`src/urt_pkg.sv`:
```
// shared constants for the receive timeout and fifo trigger block
package urt_pkg;
    // ****************************************
    // control bit position and control byte reset value
    // ****************************************
    localparam int PERIODIC_BIT = 6;
    localparam logic [7:0] CTRL_TWO_RESET = 8'h00;
    // ****************************************
    // widths and reset values
    // ****************************************
    localparam int DATA_W = 8;
    localparam int LVL_W = 6;
    localparam int FIFO_DEPTH = 32;
    localparam int CNT_W = 16;
    localparam logic [7:0] TMO_HI_RESET = 8'h00;
    localparam logic [7:0] TMO_LO_RESET = 8'h40;
    localparam logic [LVL_W-1:0] LVL_RESET = 6'h01;
    localparam logic [5:0] FIFO_CAP = 6'h20;
    typedef enum logic [1:0] {URT_IDLE, URT_COUNT, URT_FIRED} urt_tmo_state_t;
endpackage

```
`src/urt_skid.sv`:
```
// two-entry buffer for the receive data path
`timescale 1ns/1ps
module urt_skid (
    input wire logic clock,                            // 25 MHz clock
    input wire logic rst_b,                            // async reset, active low
    input wire logic clk_en,                           // freezes state when low
    input wire logic in_valid,                         // word offered
    output logic in_ready,                             // room available
    input wire logic [urt_pkg::DATA_W-1:0] in_data,    // word in
    output logic out_valid,                            // word available
    input wire logic out_ready,                        // drain accepts
    output logic [urt_pkg::DATA_W-1:0] out_data        // word out
);
    logic [urt_pkg::DATA_W-1:0] mem [2];
    logic wr_ptr;
    logic rd_ptr;
    logic [1:0] count;
    wire push = in_valid && in_ready && clk_en;
    wire pop = out_valid && out_ready && clk_en;

    assign in_ready = (count != 2'h2);
    assign out_valid = (count != 2'h0);
    assign out_data = mem[rd_ptr];

    always_ff @(posedge clock or negedge rst_b) begin
        if (!rst_b) begin
            wr_ptr <= 1'b0;
            rd_ptr <= 1'b0;
            count <= 2'h0;
            mem[0] <= '0;
            mem[1] <= '0;
        end else begin
            if (push) begin
                mem[wr_ptr] <= in_data;
                wr_ptr <= ~wr_ptr;
            end
            if (pop) begin
                rd_ptr <= ~rd_ptr;
            end
            count <= count + {1'b0, push} - {1'b0, pop};
        end
    end
endmodule

```
`src/urt_rx_timeout.sv`:
```
// receive timeout interrupt and dma trigger logic of a serial port
`timescale 1ns/1ps
module urt_rx_timeout (
    input wire logic clock,                               // 25 MHz clock
    input wire logic rst_b,                               // async reset, active low
    input wire logic clk_en,                              // freezes state when low
    input wire logic [7:0] ext_feature_ctrl_two,          // control byte, bit 6 mode
    input wire logic [7:0] rx_timeout_count_hi,           // timeout count high byte
    input wire logic [7:0] rx_timeout_count_lo,           // timeout count low byte
    input wire logic [urt_pkg::LVL_W-1:0] rx_trig_level,  // rx trigger level
    input wire logic [urt_pkg::LVL_W-1:0] tx_trig_level,  // tx trigger level
    input wire logic [5:0] tx_fifo_level,                 // tx fifo fill level
    input wire logic irq_ident_rd,                        // ident register read pulse
    input wire logic rx_holding_rd,                       // data register read pulse
    input wire logic modem_state_rd,                      // modem status read pulse
    input wire logic line_state_rd,                       // line status read pulse
    input wire logic rx_char_valid,                       // character from line
    input wire logic [urt_pkg::DATA_W-1:0] rx_char,       // character value
    output logic rx_char_ready,                           // fifo can take character
    output logic rx_out_valid,                            // data available and reader ready
    input wire logic rx_out_ready,                        // reader ready, gates rx_out_valid only; rx_holding_rd takes data
    output logic [urt_pkg::DATA_W-1:0] rx_out_data,       // data to reader
    output logic [5:0] rx_fifo_level,                     // receive fifo fill level
    output logic rx_timeout_irq,                          // timeout interrupt level
    output logic rx_dma_req,                              // rx dma trigger level
    output logic tx_dma_req,                              // tx dma trigger level
    output logic level_warn                               // a trigger level is not power of 2
);
    // ****************************************
    // receive storage
    // ****************************************
    logic [urt_pkg::DATA_W-1:0] fifo_mem [urt_pkg::FIFO_DEPTH];
    logic [4:0] wr_idx;
    logic [4:0] rd_idx;
    logic [5:0] count;
    logic skid_valid;
    logic skid_ready;
    logic [urt_pkg::DATA_W-1:0] skid_data;
    logic [urt_pkg::DATA_W-1:0] head_data;
    logic head_valid;

    // stall on the line side reaches the source through rx_char_ready
    urt_skid u_skid (
        .clock(clock),
        .rst_b(rst_b),
        .clk_en(clk_en),
        .in_valid(rx_char_valid),
        .in_ready(rx_char_ready),
        .in_data(rx_char),
        .out_valid(skid_valid),
        .out_ready(skid_ready),
        .out_data(skid_data)
    );

    wire fifo_full = (count == urt_pkg::FIFO_CAP);
    assign skid_ready = !fifo_full;
    wire push = skid_valid && skid_ready && clk_en;
    wire pop = rx_holding_rd && (count != 6'h00) && clk_en;
    assign head_valid = (count != 6'h00);
    assign head_data = fifo_mem[rd_idx];
    assign rx_fifo_level = count;

    always_ff @(posedge clock or negedge rst_b) begin
        if (!rst_b) begin
            wr_idx <= 5'h00;
            rd_idx <= 5'h00;
            count <= 6'h00;
        end else begin
            if (push) begin
                wr_idx <= wr_idx + 5'h01;
            end
            if (pop) begin
                rd_idx <= rd_idx + 5'h01;
            end
            count <= count + {5'h00, push} - {5'h00, pop};
        end
    end

    genvar gi;
    generate
        for (gi = 0; gi < urt_pkg::FIFO_DEPTH; gi++) begin : g_mem
            always_ff @(posedge clock or negedge rst_b) begin
                if (!rst_b) begin
                    fifo_mem[gi] <= '0;
                end else if (push && (wr_idx == 5'(gi))) begin
                    fifo_mem[gi] <= skid_data;
                end
            end
        end
    endgenerate

    // data output registered for the reader
    always_ff @(posedge clock or negedge rst_b) begin
        if (!rst_b) begin
            rx_out_data <= '0;
        end else if (clk_en) begin
            rx_out_data <= head_data;
        end
    end
    assign rx_out_valid = head_valid && rx_out_ready;

    // ****************************************
    // timeout counter
    // ****************************************
    // periodic mode select
    wire periodic = ext_feature_ctrl_two[urt_pkg::PERIODIC_BIT];
    // period from high and low counts
    wire [urt_pkg::CNT_W-1:0] limit = {rx_timeout_count_hi, rx_timeout_count_lo};
    logic [urt_pkg::CNT_W-1:0] idle_cnt;
    urt_pkg::urt_tmo_state_t state;
    urt_pkg::urt_tmo_state_t next_state;
    logic pend;
    wire expire = (idle_cnt >= limit) && (limit != '0);
    // original mode needs waiting data, periodic mode runs free
    wire armed = periodic || head_valid;
    // status reads restart idle time, the known disturbance
    wire restart = push || pop || modem_state_rd || line_state_rd;
    wire fire = (state == urt_pkg::URT_COUNT) && expire && armed;

    always_comb begin
        next_state = state;
        case (state)
            urt_pkg::URT_IDLE: begin
                if (armed) begin
                    next_state = urt_pkg::URT_COUNT;
                end
            end
            urt_pkg::URT_COUNT: begin
                if (!armed) begin
                    next_state = urt_pkg::URT_IDLE;
                end else if (expire) begin
                    next_state = urt_pkg::URT_FIRED;
                end
            end
            urt_pkg::URT_FIRED: begin
                // periodic mode rearms for next period
                // waiting data rearms after a clear
                if (restart || periodic || (!pend && head_valid)) begin
                    next_state = armed ? urt_pkg::URT_COUNT : urt_pkg::URT_IDLE;
                end
            end
            default: begin
                next_state = urt_pkg::URT_IDLE;
            end
        endcase
    end

    always_ff @(posedge clock or negedge rst_b) begin
        if (!rst_b) begin
            state <= urt_pkg::URT_IDLE;
            idle_cnt <= '0;
        end else if (clk_en) begin
            state <= next_state;
            if (restart || fire || (state != urt_pkg::URT_COUNT)) begin
                idle_cnt <= '0;
            end else begin
                idle_cnt <= idle_cnt + 16'h0001;
            end
        end
    end

    // ident read clears, a same cycle expiry wins
    always_ff @(posedge clock or negedge rst_b) begin
        if (!rst_b) begin
            pend <= 1'b0;
        end else if (clk_en) begin
            if (fire) begin
                pend <= 1'b1;
            end else if (irq_ident_rd) begin
                pend <= 1'b0;
            end
        end
    end
    assign rx_timeout_irq = pend;

    // ****************************************
    // dma triggers
    // ****************************************
    function automatic logic pow2(input logic [urt_pkg::LVL_W-1:0] v);
        pow2 = (v != '0) && ((v & (v - 6'h01)) == '0);
    endfunction
    // flag levels that may give spurious requests
    assign level_warn = !pow2(rx_trig_level) || !pow2(tx_trig_level);
    assign rx_dma_req = (count >= rx_trig_level) && (count != 6'h00);
    assign tx_dma_req = ((urt_pkg::FIFO_CAP - tx_fifo_level) >= tx_trig_level);
endmodule

```
`config.mk`:
```
export PLATFORM = sky130hd
export DESIGN_NAME = urt_rx_timeout
export DESIGN_NICKNAME = d
export VERILOG_FILES = /design/src/urt_pkg.sv /design/src/urt_skid.sv /design/src/urt_rx_timeout.sv
export SDC_FILE = /design/constraint.sdc
export NUM_CORES = 1
export LEC_CHECK = 0
export ABC_CLOCK_PERIOD_IN_PS = 4040
export BUFFER_PORTS_ARGS = -buffer_cell sky130_fd_sc_hd__buf_2
export CAP_MARGIN = 20
export CORE_ASPECT_RATIO = 0.6
export CORE_UTILIZATION = 58
export DETAILED_ROUTE_END_ITERATION = 12
export GPL_TIMING_DRIVEN = 0
export HOLD_SLACK_MARGIN = 0.05
export PLACE_DENSITY = 0.76
export SYNTH_ARGS = -nofsm -noshare
export SYNTH_HDL_FRONTEND = slang
export SYNTH_SLANG_ARGS = --single-unit
```
`constraint.sdc`:
```
create_clock -name clock -period 4.04 [get_ports clock]
set_clock_uncertainty 0.1 [all_clocks]
set_input_delay 0.202 -clock clock [delete_from_list [all_inputs] [get_ports clock]]
set_output_delay 0.202 -clock clock [all_outputs]
set_load 0.02 [all_outputs]
```
After elaboration in Yosys (flattened, before gate mapping)

Index checks and enable logic that the tools add are counted.

Latch bits: 0
Memories: 0
Memory bits (writable): 0
Memory bits (read-only): 0
Bits in registers: 319
Input port bits: 59
Word-level logic and storage cells: 197

$add $sub $neg: 10
Bitwise logic cells: 7
Shift operators: 0
Multiplexer cells: 18
$mul: 0
Order comparisons: 7
Eq/ne operators: 39
Reduce and logical (&&, ||, !) cells: 72
Div/mod/pow operators: 0

Operators by type and width:

| operator                                                              | number |
|---|---|
| 5-bit equality test, second input constant                            | 16 |
| 8-bit 2-to-1 mux                                                      | 6 |
| 1-bit logical AND                                                     | 47 |
| 8-bit binary-select mux with 5-bit select                             | 1 |
| 5-bit by 4-bit equality test with 1-bit output, second input constant | 8 |
| 5-bit by 3-bit equality test with 1-bit output, second input constant | 4 |
| 6-bit nonzero test                                                    | 3 |
| 16-bit by 1-bit adder with 16-bit output, second input constant       | 1 |
| 16-bit bitwise mux                                                    | 1 |
| 16-bit greater-or-equal comparator                                    | 1 |
| 16-bit 2-to-1 mux                                                     | 1 |
| 16-bit nonzero test                                                   | 1 |
| 6-bit bitwise AND                                                     | 2 |
| 6-bit greater-or-equal comparator                                     | 2 |
| 6-bit zero test                                                       | 2 |
| 6-bit by 1-bit subtractor with 6-bit output, second input constant    | 2 |
| 5-bit by 1-bit adder with 5-bit output, second input constant         | 2 |
| 5-bit by 2-bit equality test with 1-bit output, second input constant | 2 |
| 1-bit logical OR                                                      | 9 |
| 8-bit demux with 1-bit select                                         | 1 |
| 2-bit 2-to-1 mux                                                      | 4 |
| 6-bit by 1-bit adder with 6-bit output                                | 1 |
| 6-bit equality test, second input constant                            | 1 |
| 6-bit greater-or-equal comparator, second input constant              | 1 |
| other kinds (23)                                                      | 34 |

Longest topological paths before layout

Word-level depth: 11
Mapped depth: 14
Depth with buffers taken out: 13

Cells and area by module

Synthesis repeated with hierarchy kept, for this count alone.

Cell total of the unflattened synthesis: 1,093
Area, all modules: 15,620.0 um^2

By module, submodules not included:

| module         | area each (um^2) | instances | seq. area each (um^2) | cells an instance |
|---|---|---|---|---|
| urt_rx_timeout | 14,679.1         | 1         | 7,482.2               | 1,033 |
| urt_skid       | 940.9            | 1         | 500.5                 | 60 |

Least setup slack after synthesis

OpenSTA, ideal clock, no wires.

Path type: register to register
From: reg count[2], in the netlist rx_fifo_level[2]
To: reg count[4], in the netlist rx_fifo_level[4]
Setup time: 0.080 ns
Stages on the path, launching flop included: 15
Data arrival time: 2.741 ns
Clock period less this slack: 2.921 ns
Buffers on the path: 1
Slack: 1.119 ns
Cell sequence: dfrtp_1 -> inv_1 -> ha_1 -> nor3b_1 -> nand2_1 -> and3_1 -> clkbuf_1 -> inv_1 -> ha_1 -> ha_1 -> fa_1 -> a21oi_1 -> nor2_1 -> nor2_1 -> xnor2_1

RTL lines:

| item                                        | RTL line             | RTL |
|---|---|---|
| from (decl)                                 | urt_rx_timeout.sv:35 | `logic [5:0] count;` |
| from (signal assigned)                      | urt_rx_timeout.sv:75 | `count <= count + {5'h00, push} - {5'h00, pop};` |
| 6-bit nonzero test                          | urt_rx_timeout.sv:58 | `wire pop = rx_holding_rd && (count != 6'h00) && clk_en;` |
| 1-bit logical AND (2 in a row)              | urt_rx_timeout.sv:58 |  |
| net pop                                     | urt_rx_timeout.sv:58 |  |
| 6-bit by 1-bit subtractor with 6-bit output | urt_rx_timeout.sv:75 |  |

The timed path passes the listed nets, and every way through them passes these cells.
A chain may end at the register's enable or synchronous reset.

Worst setup path in the final report

From: reg count[3], in the netlist rx_fifo_level[3]
To: reg idle_cnt[1] (netlist bit)

RTL lines:

| item                           | RTL line              | RTL |
|---|---|---|
| 6-bit nonzero test             | urt_rx_timeout.sv:58  |  |
| 1-bit logical AND (2 in a row) | urt_rx_timeout.sv:58  |  |
| net pop                        | urt_rx_timeout.sv:58  |  |
| 1-bit logical OR (3 in a row)  | urt_rx_timeout.sv:117 | `wire restart = push \|\| pop \|\| modem_state_rd \|\| line_state_rd;` |
| 1-bit logical OR (2 in a row)  | urt_rx_timeout.sv:154 | `if (restart \|\| fire \|\| (state != urt_pkg::URT_COUNT)) begin` |
| 16-bit 2-to-1 mux              | urt_rx_timeout.sv:154 |  |
| to (signal assigned)           | urt_rx_timeout.sv:157 | `idle_cnt <= idle_cnt + 16'h0001;` |
| to (decl)                      | urt_rx_timeout.sv:109 | `logic [urt_pkg::CNT_W-1:0] idle_cnt;` |

The timed path passes the listed nets, and every way through them passes these cells.

==> metrics.md <==
| Metric | Value |
|---|---|
| Tightest Pin Transition | 0.993 ns |
| IO Port Bufs | 71 |
| Critical path data required time | 4.39 ns |
| Final Cycle Share | 0.945 |
| Syn Nets | 1509 |
| Final Hold Vio Count | 0 |
| Initial Utilization | 0.594 |
| Worst skew pair latency | 0.56 ns |
| Synth Warn # | 0 |
| First-pass GRT wire length | 61000 um |
| Post-CTS Setup Bufs | 0 |
| Mapped Avg Cell Area | 10.8 um2 |
| Arrival @ worst endpoint | 4.16 ns |
| DRC | 0 |
| Cell Area, Synth | 15100 um2 |
| Worst Setup End Kind | flop |
| Synth area leaders | dfrtp_1 53%, mux4_2 11%, o21ai_0 8.6%, nand2_1 7.5%, ha_1 4.1% |
| Fin cells | 1889 |
| Clock transition at path regs | 0.06 ns |
| Mapped Cells | 1400 |
| Drt wl/cell | 20.2 um |
| CP max stage delay | 0.64 ns |
| HPWL after DPL | 27800 um |
| First-pass iteration count of the detailed router | 7 |
| Async SR Flop Fraction | 1.00 |
| Register-to-register path setup slack | 0.22 ns |
| Initial antenna violation count | 1 |
| Worst slew margin | 0.338 |
| Pleak | 7.76 nW |
| FF+latch count, synth | 319 |
| Die Span Y | 127 um |
| H-tree depth | 1 |
| HP Class | primary input to flop |
| Max Clock Freq | 0.262 GHz |
| Total GRT Usage | 0.299 |
| Crit path max fanout | 7 |
| Setup CP Type | flop to flop |
| Sequential element share of the synthesized area | 0.530 |
| Die ar. | 26700 um2 |
| GP Congestion | 0.909 |
| CTS Buf Count | 28 |
| Vias in the first global route | 11100 |
| Largest net degree at the start of global routing | 127 |
| Crit-path cells | inv_1 > ha_1 > nor3b_1 > nand2_1 > and3_1 > clkbuf_1 > inv_1 > ha_1 > nor3b_2 > nand3b_1 > dlygate4sd3_1 > o32ai_1 |
| RSZ-0062 raised after global routing | false |
| DR iter-0 viols | 1004 |
| Max-slew violation count | 0 |
| Core Region | 25400 um2 |
| Placed instance area | 15900 um2 |
| Number of nets in the layout | 1626 |
| Synth cell types | 49 |
| Num rows | 45 |
| Maximum VDD drop | 0.000423 V |
| Synth-to-layout area growth | 12.8% |
| Final setup fails | 0 |
| Power per cell area | 768 nW/um2 |
| Post-DRT Antenna Nets | 0 |
| Max_cap viols | 0 |
| Outcome | complete, no violations |
| Finished layout cell area | 17000 um2 |
| Buf+Inv Stages, Crit Path | 4 |
| Fin crit period | 3.82 ns |
| Nature of the critical path startpoint | flop |
| CTS root buffer | clkbuf_16 |
| Top FF cell, synth | dfrtp_1 |
| Ports | 79 |
| Share of the synthesized area in the top cell type | 0.530 |
| Layout cells sized above 1 | 0.151 |
| Worst path top cell family by delay | simple AND/OR/NAND/NOR gates |
| Vias per cell | 5.97 |
| CTS tree | done |
| CP max-delay cell | dlygate4sd3_1 |
| DR vias | 11300 |
| Global route overflow | 0 |
| Die W | 210 um |
| Post-synth EDFFs | 0 |
| Placed Cells | 1825 |
| Number of clock sinks | 319 |
| Clk buf depth | 3 |
| Post-synth top area cell | dfrtp_1 |
| Final core utilization | 0.670 |
| Total Wirelength | 38100 um |
-- repair_timing --
| item | 4_1_cts | 5_1_grt |
|---|---|---|
| hold buffers | 14 | 0 |
| setup endpoints to repair | 0 | 1 |
| hold endpoints to repair | 93 | 0 |
| resized for setup | 0 | 1 |
-- stage by stage --
step                      power, W  TNS [ns]  hold slack (ns)  worst slack (ns)
final                       0.0131         0           0.0612             0.223
after global routing        0.0138         0           0.0604           0.00389
after CTS                   0.0130         0           0.0663             0.128
after detailed placement    0.0103         0            0.109             0.484
after global placement      0.0100  -1031.83            0.351             -3.27
after floorplan            0.00851         0           -0.194              1.12
-- worst reg2reg max path, cell delays in order (launching register included) --
cell           delay (ns)
dfrtp_1              0.45
inv_1                0.11
ha_1                 0.14
nor3b_1              0.36
nand2_1              0.28
and3_1               0.26
clkbuf_1             0.22
inv_1                0.10
ha_1                 0.21
nor3b_2              0.31
nand3b_1             0.25
dlygate4sd3_1        0.64
o32ai_1              0.27
-- Yosys cell counts (6+ instances only) --
cell,n
a211oi_1,8
a21o_1,12
a21oi_1,30
and3_1,6
buf_2,13
clkbuf_1,65
dfrtp_1,319
ha_1,49
inv_1,44
mux2_2,17
mux2i_1,25
mux4_2,72
nand2_1,301
nand3_1,16
nand4_1,11
nor2_1,39
nor2b_1,15
nor4_1,6
o21ai_0,259
o21ai_1,9
xnor2_1,18
xor2_1,13
-- registers in the layout, summed over array words and instances, names as in the netlist --
signal	flops
u_skid.rd_ptr	1
u_skid.mem	16
fifo_mem	256
u_skid.wr_ptr	1
rx_timeout_irq	1
wr_idx	5
u_skid.count	2
rd_idx	5
idle_cnt	16
state	2
rx_fifo_level	6
rx_out_data	8
-- placed cells by master, fill, tap and decap left out, drive strengths merged, types with 17 or more instances in the layout --
cell,count
a21oi,30
buf,98
clkbuf,109
dfrtp,319
ha,49
inv,46
mux2,17
mux2i,25
mux4,72
nand2,301
nor2,39
o21ai,268
xnor2,18
-- per-layer routing --
metal / share of wire / track usage / vias up
met1: 0.47 / 0.474 / 5661
met2: 0.41 / 0.414 / 445
met3: 0.10 / 0.0782 / 54
met4: 0.019 / 0.0610 / 0
li1: - / - / 5110
met5: 0 / 0 / -
-- cell type report --
type / count / area (um2)
antenna: 1 / 2.50
inverter: 45 / 169
tap: 352 / 440
buffer: 90 / 392
multi-input combinational: 946 / 6540
sequential: 319 / 7980
fill: 1934 / 8380
timing repair buffer: 87 / 561
clock buffer: 44 / 872
clock inverter: 5 / 53.8
-- power by group --
group | total [W] | internal, W | switching (W)
Sequential | 0.00523 | 0.00447 | 0.000763
Clock | 0.00272 | 0.00154 | 0.00119
Combinational | 0.00512 | 0.00206 | 0.00306
-- cell families (layout without fill, tap and decap cells) --
kind of cell | Yosys count | after routing | synth area share
adders and majority gates | 51 | 51 | 0.0427
DFF | 319 | 319 | 0.530
other | 0 | 1 | 0
muxes | 114 | 114 | 0.137
and+or+nand+nor | 417 | 417 | 0.119
AOI/OAI and AO/OA | 333 | 333 | 0.117
buffers and inverters | 135 | 271 | 0.0372
xor gates and xnor gates | 31 | 31 | 0.0180
-- path summary, 6_finish.rpt --
path                                  startpoint            end  cells past startpoint
worst max-delay path            rx_fifo_level[3]    idle_cnt[1]                     12
worst min-delay path               line_state_rd       state[1]                      5
worst max register to register  rx_fifo_level[3]    idle_cnt[1]                     12
worst min register to register      fifo_mem[52]   fifo_mem[52]                      2
max in group asynchronous                  rst_b  fifo_mem[204]                      4
min in group asynchronous                  rst_b    idle_cnt[6]                      2
Power figures use the tool's default switching activity.
